**config.mk**
```make
export PLATFORM = sky130hd
export DESIGN_NAME = mfd_decoder
export DESIGN_NICKNAME = d
export VERILOG_FILES = /design/src/rtl/mfd_pkg.sv /design/src/rtl/mfd_decoder.sv
export SDC_FILE = /design/constraint.sdc
export NUM_CORES = 1
export LEC_CHECK = 0
export BUFFER_PORTS_ARGS = -buffer_cell sky130_fd_sc_hd__buf_4
export CAP_MARGIN = 20
export CORE_AREA = 2 2 137 139
export CTS_CLUSTER_SIZE = 10
export DETAILED_ROUTE_END_ITERATION = 8
export DIE_AREA = 0 0 139 141
export PLACE_DENSITY = 0.71
export SETUP_SLACK_MARGIN = 0.02
export SLEW_MARGIN = 20
export SYNTH_ARGS = -nofsm -noshare
export SYNTH_HDL_FRONTEND = slang
export SYNTH_SLANG_ARGS = --single-unit
export TNS_END_PERCENT = 20
```
**constraint.sdc**
```tcl
create_clock -name hclk -period 3.1 [get_ports hclk]
set_input_delay 0.155 -clock hclk [delete_from_list [all_inputs] [get_ports hclk]]
set_output_delay 0.155 -clock hclk [all_outputs]
set_load 0.1 [all_outputs]
```
**src/rtl/mfd_pkg.sv**
```systemverilog
// Constants shared by the instruction format decoder.
// Assumes a 32-bit AHB-Lite bus with word-aligned register access.
package mfd_pkg;
   // Register byte offsets
   localparam logic [7:0] MFD_OFF_INSTR   = 8'h00;
   localparam logic [7:0] MFD_OFF_PC      = 8'h04;
   localparam logic [7:0] MFD_OFF_FLAGS   = 8'h08;
   localparam logic [7:0] MFD_OFF_OPERAND = 8'h0c;
   localparam logic [7:0] MFD_OFF_DEC0    = 8'h10;
   localparam logic [7:0] MFD_OFF_DEC1    = 8'h14;
   localparam logic [7:0] MFD_OFF_TARGET  = 8'h18;
   localparam logic [7:0] MFD_OFF_RESULT  = 8'h1c;
   // Reset values
   localparam logic [15:0] MFD_RST_WORD  = 16'h0000;
   localparam logic [3:0]  MFD_RST_FLAGS = 4'h0;
   // Flag positions in the status nibble
   localparam int MFD_FN = 3;
   localparam int MFD_FZ = 2;
   localparam int MFD_FV = 1;
   localparam int MFD_FC = 0;
   // Opcode patterns
   localparam logic [10:0] MFD_CC_OP    = 11'h005;
   localparam logic [12:0] MFD_RET_OP   = 13'h0010;
   localparam logic [6:0]  MFD_CALL_OP  = 7'h04;
   localparam logic [6:0]  MFD_LOOP_OP  = 7'h3f;
   localparam logic [6:0]  MFD_TRAP_OP  = 7'h44;
   localparam logic [2:0]  MFD_ADDSUB   = 3'h6;
   localparam logic [2:0]  MFD_MOVE     = 3'h1;
   localparam logic [2:0]  MFD_OP3_NONE = 3'h0;
   localparam logic [2:0]  MFD_OP3_EXT  = 3'h7;
   // Branch opcode bytes
   localparam logic [7:0] MFD_B_ALW = 8'h01;
   localparam logic [7:0] MFD_B_NE  = 8'h02;
   localparam logic [7:0] MFD_B_EQ  = 8'h03;
   localparam logic [7:0] MFD_B_GE  = 8'h04;
   localparam logic [7:0] MFD_B_LT  = 8'h05;
   localparam logic [7:0] MFD_B_GT  = 8'h06;
   localparam logic [7:0] MFD_B_LE  = 8'h07;
   localparam logic [7:0] MFD_B_PL  = 8'h80;
   localparam logic [7:0] MFD_B_MI  = 8'h81;
   localparam logic [7:0] MFD_B_HI  = 8'h82;
   localparam logic [7:0] MFD_B_LOS = 8'h83;
   localparam logic [7:0] MFD_B_VC  = 8'h84;
   localparam logic [7:0] MFD_B_VS  = 8'h85;
   localparam logic [7:0] MFD_B_HIS = 8'h86;
   localparam logic [7:0] MFD_B_LO  = 8'h87;
   // Format classes, Gray along the usual order
   typedef enum logic [3:0] {
      MFD_FMT_SINGLE = 4'h0,
      MFD_FMT_DOUBLE = 4'h1,
      MFD_FMT_BRANCH = 4'h3,
      MFD_FMT_CALL   = 4'h2,
      MFD_FMT_RETURN = 4'h6,
      MFD_FMT_CCODE  = 4'h7,
      MFD_FMT_LOOP   = 4'h5,
      MFD_FMT_TRAP   = 4'h4
   } mfd_fmt_t;
endpackage

```
**src/rtl/mfd_decoder.sv**
```systemverilog
// Instruction format decoder with branch evaluation, behind AHB-Lite.
// Assumes single word transfers from one master; irq_req_pin is asynchronous.
// How it works
// - Single operand: bits 15-6 opcode, bit 15 byte, bits 5-0 destination.
// - Double operand: source bits 11-6, destination bits 5-0, split independently.
// - Double operand opcode is bits 14-12.
// - Bit 15 is byte select, except opcode 6: clear add, set subtract.
// - Add and subtract never take byte width.
// - Byte move to register mode sign-extends into the upper byte.
// - Byte move takes flags from the 8-bit result.
// - Branch: upper byte selects condition, lower byte is word offset.
// - Target is sign-extended offset shifted left once plus program counter.
// - Program counter is first stepped two bytes past the branch word.
// - Unconditional and single-flag branches on Z, N, V and C.
// - Signed compares: ge, lt, gt, le from the flags.
// - Unsigned compares: higher, lower or same, higher or same, lower.
// - Loop op decrements a register and branches while nonzero.
// - Call is 004 in bits 15-9, link bits 8-6, target bits 5-0.
// - Return is 00020 in bits 15-3, link register in bits 2-0.
// - Flag op: bits 15-5 opcode, bit 4 set or clear, bits 3-0 select.
// - External request goes to service routine; trap op to software routine.
// - Mode codes 0,2,4,6 are register, autoinc, autodec, index; odd deferred.
// - Four status flags N, Z, V, C, each true when one.
`timescale 1ns/1ns
module mfd_decoder
   import mfd_pkg::*;
(
   // Clock and reset
   input  wire logic        hclk,
   input  wire logic        hresetn,
   // AHB-Lite slave
   input  wire logic        hsel,
   input  wire logic [7:0]  haddr,
   input  wire logic [1:0]  htrans,
   input  wire logic        hwrite,
   input  wire logic [2:0]  hsize,
   input  wire logic [31:0] hwdata,
   input  wire logic        hready,
   output logic      [31:0] hrdata,
   output logic             hreadyout,
   output logic             hresp,
   // Control transfer
   input  wire logic        irq_req_pin,
   output logic             isr_transfer,
   output logic             trap_transfer
);

   // Mode kind and deferred bit from a 3-bit mode
   function automatic logic [2:0] mode_info(input logic [2:0] m);
      mode_info = {m[2:1], m[0]};
   endfunction

   // Branch condition from opcode byte and flags
   function automatic logic cond_true(input logic [7:0] op, input logic [3:0] f);
      logic n;
      logic z;
      logic v;
      logic c;
      n = f[MFD_FN];
      z = f[MFD_FZ];
      v = f[MFD_FV];
      c = f[MFD_FC];
      unique case (op)
         MFD_B_ALW: cond_true = 1'b1;
         MFD_B_NE:  cond_true = !z;
         MFD_B_EQ:  cond_true = z;
         MFD_B_PL:  cond_true = !n;
         MFD_B_MI:  cond_true = n;
         MFD_B_VC:  cond_true = !v;
         MFD_B_VS:  cond_true = v;
         MFD_B_HIS: cond_true = !c;
         MFD_B_LO:  cond_true = c;
         MFD_B_GE:  cond_true = !(n ^ v);
         MFD_B_LT:  cond_true = n ^ v;
         MFD_B_GT:  cond_true = !(z | (n ^ v));
         MFD_B_LE:  cond_true = z | (n ^ v);
         MFD_B_HI:  cond_true = !(c | z);
         MFD_B_LOS: cond_true = c | z;
         default:   cond_true = 1'b0;
      endcase
   endfunction

   // Bus phase tracking
   logic        wr_pend_ff;
   logic        rd_pend_ff;
   logic [7:0]  addr_ff;
   logic [31:0] hrdata_ff;
   logic        hreadyout_ff;
   // Architectural state
   logic [15:0] instr_ff;
   logic [15:0] pc_ff;
   logic [3:0]  flags_ff;
   logic [15:0] operand_ff;
   logic [15:0] target_ff;
   logic [15:0] result_ff;
   logic [31:0] dec0_ff;
   logic [31:0] dec1_ff;
   // Synchroniser and transfer pulses
   logic        irq_meta_ff;
   logic        irq_sync_ff;
   logic        isr_ff;
   logic        trap_ff;

   logic        addr_ok;
   logic        exec;
   logic [15:0] w;
   mfd_fmt_t    fmt;
   logic [2:0]  op3;
   logic        byte_sel;
   logic        sub_sel;
   logic        taken;
   logic [15:0] pc_adv;
   logic [15:0] br_target;
   logic [15:0] loop_target;
   logic [15:0] decr_val;
   logic [15:0] nxt_pc;
   logic [3:0]  nxt_flags;
   logic [15:0] nxt_operand;
   logic [15:0] nxt_result;
   logic [2:0]  dst_info;
   logic [2:0]  src_info;

   assign addr_ok = hsel && htrans[1] && hready;
   assign exec    = wr_pend_ff && (addr_ff == MFD_OFF_INSTR);
   // Decode straight from the bus so results land in the write edge
   assign w       = hwdata[15:0];
   assign op3     = w[14:12];
   assign dst_info = mode_info(w[5:3]);
   assign src_info = mode_info(w[11:9]);

   // Format classification
   always_comb
   begin
      if (w[15:5] == MFD_CC_OP)
         fmt = MFD_FMT_CCODE;
      else if (w[15:3] == MFD_RET_OP)
         fmt = MFD_FMT_RETURN;
      else if ((!w[15] && w[14:11] == 4'h0 && w[10:8] != 3'h0)
               || (w[15:11] == 5'h10))
         fmt = MFD_FMT_BRANCH;
      else if (w[15:9] == MFD_CALL_OP)
         fmt = MFD_FMT_CALL;
      else if (w[15:9] == MFD_TRAP_OP)
         fmt = MFD_FMT_TRAP;
      else if (w[15:9] == MFD_LOOP_OP)
         fmt = MFD_FMT_LOOP;
      else if (op3 != MFD_OP3_NONE && op3 != MFD_OP3_EXT)
         fmt = MFD_FMT_DOUBLE;
      else
         fmt = MFD_FMT_SINGLE;
   end

   // Width and add/subtract selection
   always_comb
   begin
      sub_sel  = 1'b0;
      byte_sel = 1'b0;
      if (fmt == MFD_FMT_DOUBLE)
      begin
         if (op3 == MFD_ADDSUB)
            sub_sel = w[15];
         else
            byte_sel = w[15];
      end
      else if (fmt == MFD_FMT_SINGLE)
         byte_sel = w[15];
   end

   // Branch and loop targets
   assign pc_adv    = pc_ff + 16'h0002;
   assign br_target = pc_adv + {{7{w[7]}}, w[7:0], 1'b0};
   assign loop_target = pc_adv - {9'h000, w[5:0], 1'b0};
   assign decr_val  = operand_ff - 16'h0001;

   always_comb
   begin
      unique case (fmt)
         MFD_FMT_BRANCH: taken = cond_true(w[15:8], flags_ff);
         MFD_FMT_LOOP:   taken = (decr_val != 16'h0000);
         default:        taken = 1'b0;
      endcase
   end

   // Next program counter, flags, operand and result
   always_comb
   begin
      nxt_pc      = pc_adv;
      nxt_flags   = flags_ff;
      nxt_operand = operand_ff;
      nxt_result  = result_ff;
      if (fmt == MFD_FMT_BRANCH && taken)
         nxt_pc = br_target;
      if (fmt == MFD_FMT_LOOP)
      begin
         nxt_operand = decr_val;
         if (taken)
            nxt_pc = loop_target;
      end
      if (fmt == MFD_FMT_CCODE)
      begin
         // Select bits line up with the flag nibble
         if (w[4])
            nxt_flags = flags_ff | w[3:0];
         else
            nxt_flags = flags_ff & ~w[3:0];
      end
      if (fmt == MFD_FMT_DOUBLE && op3 == MFD_MOVE)
      begin
         nxt_flags[MFD_FV] = 1'b0;
         if (byte_sel)
         begin
            nxt_flags[MFD_FN] = operand_ff[7];
            nxt_flags[MFD_FZ] = (operand_ff[7:0] == 8'h00);
            if (w[5:3] == 3'h0)
               nxt_result = {{8{operand_ff[7]}}, operand_ff[7:0]};
            else
               nxt_result = {8'h00, operand_ff[7:0]};
         end
         else
         begin
            nxt_flags[MFD_FN] = operand_ff[15];
            nxt_flags[MFD_FZ] = (operand_ff == 16'h0000);
            nxt_result = operand_ff;
         end
      end
   end

   // Bus address phase capture
   always_ff @(posedge hclk or negedge hresetn)
   begin
      if (!hresetn)
      begin
         wr_pend_ff <= 1'b0;
         rd_pend_ff <= 1'b0;
         addr_ff    <= 8'h00;
      end
      else
      begin
         if (hready)
         begin
            wr_pend_ff <= addr_ok && hwrite;
            addr_ff    <= haddr;
         end
         // Reads take one wait so they see writes just completed
         rd_pend_ff <= hready && addr_ok && !hwrite;
      end
   end

   // Read data and ready
   always_ff @(posedge hclk or negedge hresetn)
   begin
      if (!hresetn)
      begin
         hrdata_ff    <= 32'h0000_0000;
         hreadyout_ff <= 1'b1;
      end
      else
      begin
         hreadyout_ff <= !(hready && addr_ok && !hwrite);
         if (rd_pend_ff)
         begin
            unique case (addr_ff)
               MFD_OFF_INSTR:   hrdata_ff <= {16'h0000, instr_ff};
               MFD_OFF_PC:      hrdata_ff <= {16'h0000, pc_ff};
               MFD_OFF_FLAGS:   hrdata_ff <= {28'h0000000, flags_ff};
               MFD_OFF_OPERAND: hrdata_ff <= {16'h0000, operand_ff};
               MFD_OFF_DEC0:    hrdata_ff <= dec0_ff;
               MFD_OFF_DEC1:    hrdata_ff <= dec1_ff;
               MFD_OFF_TARGET:  hrdata_ff <= {16'h0000, target_ff};
               MFD_OFF_RESULT:  hrdata_ff <= {16'h0000, result_ff};
               default:         hrdata_ff <= 32'h0000_0000;
            endcase
         end
      end
   end

   // Program counter, flags and operand registers
   always_ff @(posedge hclk or negedge hresetn)
   begin
      if (!hresetn)
      begin
         pc_ff      <= MFD_RST_WORD;
         flags_ff   <= MFD_RST_FLAGS;
         operand_ff <= MFD_RST_WORD;
         result_ff  <= MFD_RST_WORD;
      end
      else if (exec)
      begin
         pc_ff      <= nxt_pc;
         flags_ff   <= nxt_flags;
         operand_ff <= nxt_operand;
         result_ff  <= nxt_result;
      end
      else if (wr_pend_ff)
      begin
         if (addr_ff == MFD_OFF_PC)
            pc_ff <= hwdata[15:0];
         if (addr_ff == MFD_OFF_FLAGS)
            flags_ff <= hwdata[3:0];
         if (addr_ff == MFD_OFF_OPERAND)
            operand_ff <= hwdata[15:0];
      end
   end

   // Captured instruction and decoded fields
   always_ff @(posedge hclk or negedge hresetn)
   begin
      if (!hresetn)
      begin
         instr_ff  <= MFD_RST_WORD;
         target_ff <= MFD_RST_WORD;
         dec0_ff   <= 32'h0000_0000;
         dec1_ff   <= 32'h0000_0000;
      end
      else if (exec)
      begin
         instr_ff  <= w;
         target_ff <= (fmt == MFD_FMT_LOOP) ? loop_target : br_target;
         dec0_ff   <= {2'h0, w[15:8], op3, w[15:6], irq_sync_ff && exec,
                       fmt == MFD_FMT_TRAP, taken, sub_sel, byte_sel, fmt};
         dec1_ff   <= {3'h0, src_info, dst_info,
                       w[4], w[3:0],
                       w[2:0],
                       w[8:6],
                       w[11:9], w[8:6],
                       w[5:3], w[2:0]};
      end
   end

   // Request synchroniser
   always_ff @(posedge hclk or negedge hresetn)
   begin
      if (!hresetn)
      begin
         irq_meta_ff <= 1'b0;
         irq_sync_ff <= 1'b0;
      end
      else
      begin
         irq_meta_ff <= irq_req_pin;
         irq_sync_ff <= irq_meta_ff;
      end
   end

   // Control transfer pulses; request sampled at instruction boundary
   always_ff @(posedge hclk or negedge hresetn)
   begin
      if (!hresetn)
      begin
         isr_ff  <= 1'b0;
         trap_ff <= 1'b0;
      end
      else
      begin
         isr_ff  <= exec && irq_sync_ff;
         trap_ff <= exec && fmt == MFD_FMT_TRAP;
      end
   end

   assign hrdata        = hrdata_ff;
   assign hreadyout     = hreadyout_ff;
   assign hresp         = 1'b0;
   assign isr_transfer  = isr_ff;
   assign trap_transfer = trap_ff;

endmodule

```
==> flow_metrics.env <==
export IMPL_ioPinCount=87
export IMPL_cts_root_buf="clkbuf_16"
export IMPL_ys_flop_type="dfrtp_1"
export IMPL_via_per_inst=6.106
export IMPL_crit_buf_inv=0
export IMPL_die_x_microns=139
export IMPL_dp_hpwl_microns=21400
export IMPL_htree_levels=4
export IMPL_hold_violations=0
export IMPL_track_usage_pct=29.83
export IMPL_overflow=0
export IMPL_num_rows=50
export IMPL_clock_latency_ns=0.43
export IMPL_utilization_pct=60.82
export IMPL_grt_pass1_wl_microns=45210
export IMPL_fillers=1574
export IMPL_core_area_sq_um=18270
export IMPL_drt_initial_drc_count=1292
export IMPL_fmax_ghz=0.3262
export IMPL_post_place_cells=1368
export IMPL_rsz0062_at_grt="yes"
export IMPL_crit_fanout=7
export IMPL_post_route_cells_drive_above_1_share_pct=23.69
export IMPL_ys_ff_latch=137
export IMPL_final_nets=1249
export IMPL_fin_crit_ns=3.065
export IMPL_critPathMaxStageDelay_ns=0.40
export IMPL_crit_chain="ha_4 > nand3_4 > nor4_2 > xnor2_1 > ha_1 > a21oi_1 > o21ai_2 > a21o_1 > a31oi_1 > xnor2_1 > a21o_1 > o211a_1 > o32a_1"
export IMPL_peakVddDrop_mv=0.4758
export IMPL_grt_max_degree=69
export IMPL_top_usage_layer="met2"
export IMPL_portBuffers=63
export IMPL_die_y_microns=141
export IMPL_clk_path_buf_depth=2
export IMPL_drt_wirelength_per_cell_microns=20.59
export IMPL_wirelength_microns=29230
export IMPL_num_antenna_cells=0
export IMPL_gp_congestion=0.9826
export IMPL_synth_top_area_cell="dfrtp_1"
export IMPL_finalPower_uw=5805
export IMPL_max_cap_violations=0
export IMPL_finalSetupViolations=0
export IMPL_synth_distinct_cells=86
export IMPL_clk_pin_slew_ns=0.06
export IMPL_cp_required_ns=3.42
export IMPL_finalMaxSlewViolations=0
export IMPL_crit_arrival_ns=3.39
export IMPL_hold_class="in -> reg"
export IMPL_met1_usage_pct=42.11
export IMPL_die_area_sq_um=19600
export IMPL_register_area_sq_um=3435
export IMPL_finalClockSkew_ns=0.008718
export IMPL_multi_input_area_sq_um=5206
export IMPL_path_class="reg -> reg"
export IMPL_syn_area_sq_um=8848
export IMPL_fin_cells=1420
export IMPL_cp_slowest_cell="dfrtp_1"
export IMPL_cts_sinks=137
export IMPL_ys_async_sr_fraction_pct=100.0
export IMPL_crit_path_start_kind="register"
export IMPL_cts_buffers=17
export IMPL_status="finished clean"
export IMPL_synth_edff_count=0
export IMPL_fin_hold_ws_ns=0.008492
export IMPL_ys_warn_count=0
export IMPL_use_met2_pct=46.44
export IMPL_syn_avg_cell_area_sq_um=8.411
export IMPL_setup_tns_ns=0
export IMPL_grt_pass1_vias=7984
export IMPL_slew_headroom_pct=42.61
export IMPL_use_met3_pct=5.639
export IMPL_worstMarginPinSlew_ns=0.8609
export IMPL_post_route_period_util_pct=98.88
export IMPL_synth_top_area_share_pct=38.46
export IMPL_ys_seq_area_share_pct=38.76
export IMPL_cts_tree="yes"
export IMPL_synthTopCellsByArea="dfrtp_1 38%, nand2_1 6.3%, o21ai_0 5.1%"
export IMPL_first_pass_iters=5
export IMPL_antenna_left=0
export IMPL_start_util_pct=48.44
export IMPL_cpLargestDelayFamily="compound AO/OA/AOI/OAI gates"
export IMPL_postSynthCellCount=1052
export IMPL_p_leak_uw=0.004882
export IMPL_synthToLayoutAreaGrowth_pct=25.55
export IMPL_powerDensity_nw_per_um2=522.5
export IMPL_via_count=8671
export IMPL_drcViolationCount=0
export IMPL_setup_worst_path_end_class="register"
export IMPL_antenna_found_initial=1
final timing paths:
check	start	end	slack [ns]	depth (start not counted)
worst max-delay path	pc_ff[2]	pc_ff[14]	0.03	13
worst min-delay path	hwrite	rd_pend_ff	0.008	3
max in group asynchronous	hresetn	hreadyout	1.90	3
worst min register to register	irq_meta_ff	irq_sync_ff	0.35	0
worst max register to register	pc_ff[2]	pc_ff[14]	0.03	13
min in group asynchronous	hresetn	result_ff[4]	0.29	2
repair_timing:
action,in CTS,in global routing
pin swaps,0,11
buffers inserted,0,5
endpoints found under the setup margin,8,19
hold endpoints to repair,77,0
resized for setup,11,38
hold buffers,15,0
through the flow:
stage / cell area [sq um] / worst slack [ns]
CTS: 10860 / -0.01396
global route: 11110 / -0.07395
floorplan: 8877 / 0.04808
finish: 11110 / 0.03485
global placement: 10060 / -0.01530
detailed placement: 10060 / -0.09871
Yosys cell counts (all sizes together) (10+ instances only):
| cell | count |
|---|---|
| nand2 | 150 |
| dfrtp | 136 |
| nor2 | 104 |
| o21ai | 95 |
| a21oi | 70 |
| clkbuf | 49 |
| inv | 41 |
| buf | 31 |
| nand3 | 24 |
| ha | 23 |
| xnor2 | 23 |
| nor3 | 19 |
| a31oi | 17 |
| mux2 | 16 |
| a41oi | 15 |
| a22oi | 14 |
| xor2 | 14 |
| or3 | 12 |
| a221oi | 11 |
| o211ai | 11 |
| a21o | 10 |
| and3 | 10 |
| mux2i | 10 |
| nor2b | 10 |
logic make-up (layout without fill, tap and decap cells):
group	after synthesis	count (layout)	synth area share, %
AND/OR/NAND/NOR	382	382	20.46
AO/OA/AOI/OAI	321	321	23.95
flip-flops	137	137	38.76
buffers and inverters	121	253	5.741
XOR/XNOR	37	37	3.662
multiplexers	28	28	3.676
adder cells (fa/ha/maj)	25	25	3.705
other	1	3	0.04238
metal layers:
metal	vias up	share of wire [%]
met5	-	0
met4	0	2.8
met1	4115	42
met3	60	9.8
met2	451	46
li1	4045	-
worst register-to-register path, delay by kind of cell (launching register included):
kind / cells / cell delay [ns]
XOR/XNOR: 2 / 0.34
AO/OA/AOI/OAI: 7 / 1.20
adder cells (fa/ha/maj): 2 / 0.49
AND/OR/NAND/NOR: 2 / 0.53
flip-flops: 1 / 0.40
state kept, by name (all words and copies together) (netlist names), 8 cells and up, named ones only:
register and count:
instr_ff 15, pc_ff 16, result_ff 16, target_ff 16, dec0_ff 9, operand_ff 16, addr_ff 8, hrdata 30
report_power, final:
part,internal [uW],switching (uW)
Combinational,629,1030
Clock,1280,787
Sequential,1920,148
cell type report:
type                            count  area share, %
Multi-Input combinational cell    796          46.86
Tap cell                          234          2.635
Timing Repair Buffer              180          12.83
Clock buffer                       21          4.055
Inverter                           41          1.385
Clock inverter                     11          1.318
Sequential cell                   137          30.92
cell usage in the layout, fill, tap and decap left out, drive strengths merged, types with 10 or more instances in the layout:
master       count
mux2            16
nand2          150
ha              23
a21oi           70
xnor2           23
nor3            19
nor2           104
dfrtp          136
nand3           24
a31oi           17
a41oi           15
a22oi           14
and3            10
a21o            10
or3             12
o21ai           95
mux2i           10
a221oi          11
xor2            14
o211ai          11
dlygate4sd3     15
buf            165
inv             42
nor2b           10
clkbuf          21
No activity file was read; power rests on OpenSTA's default activity.
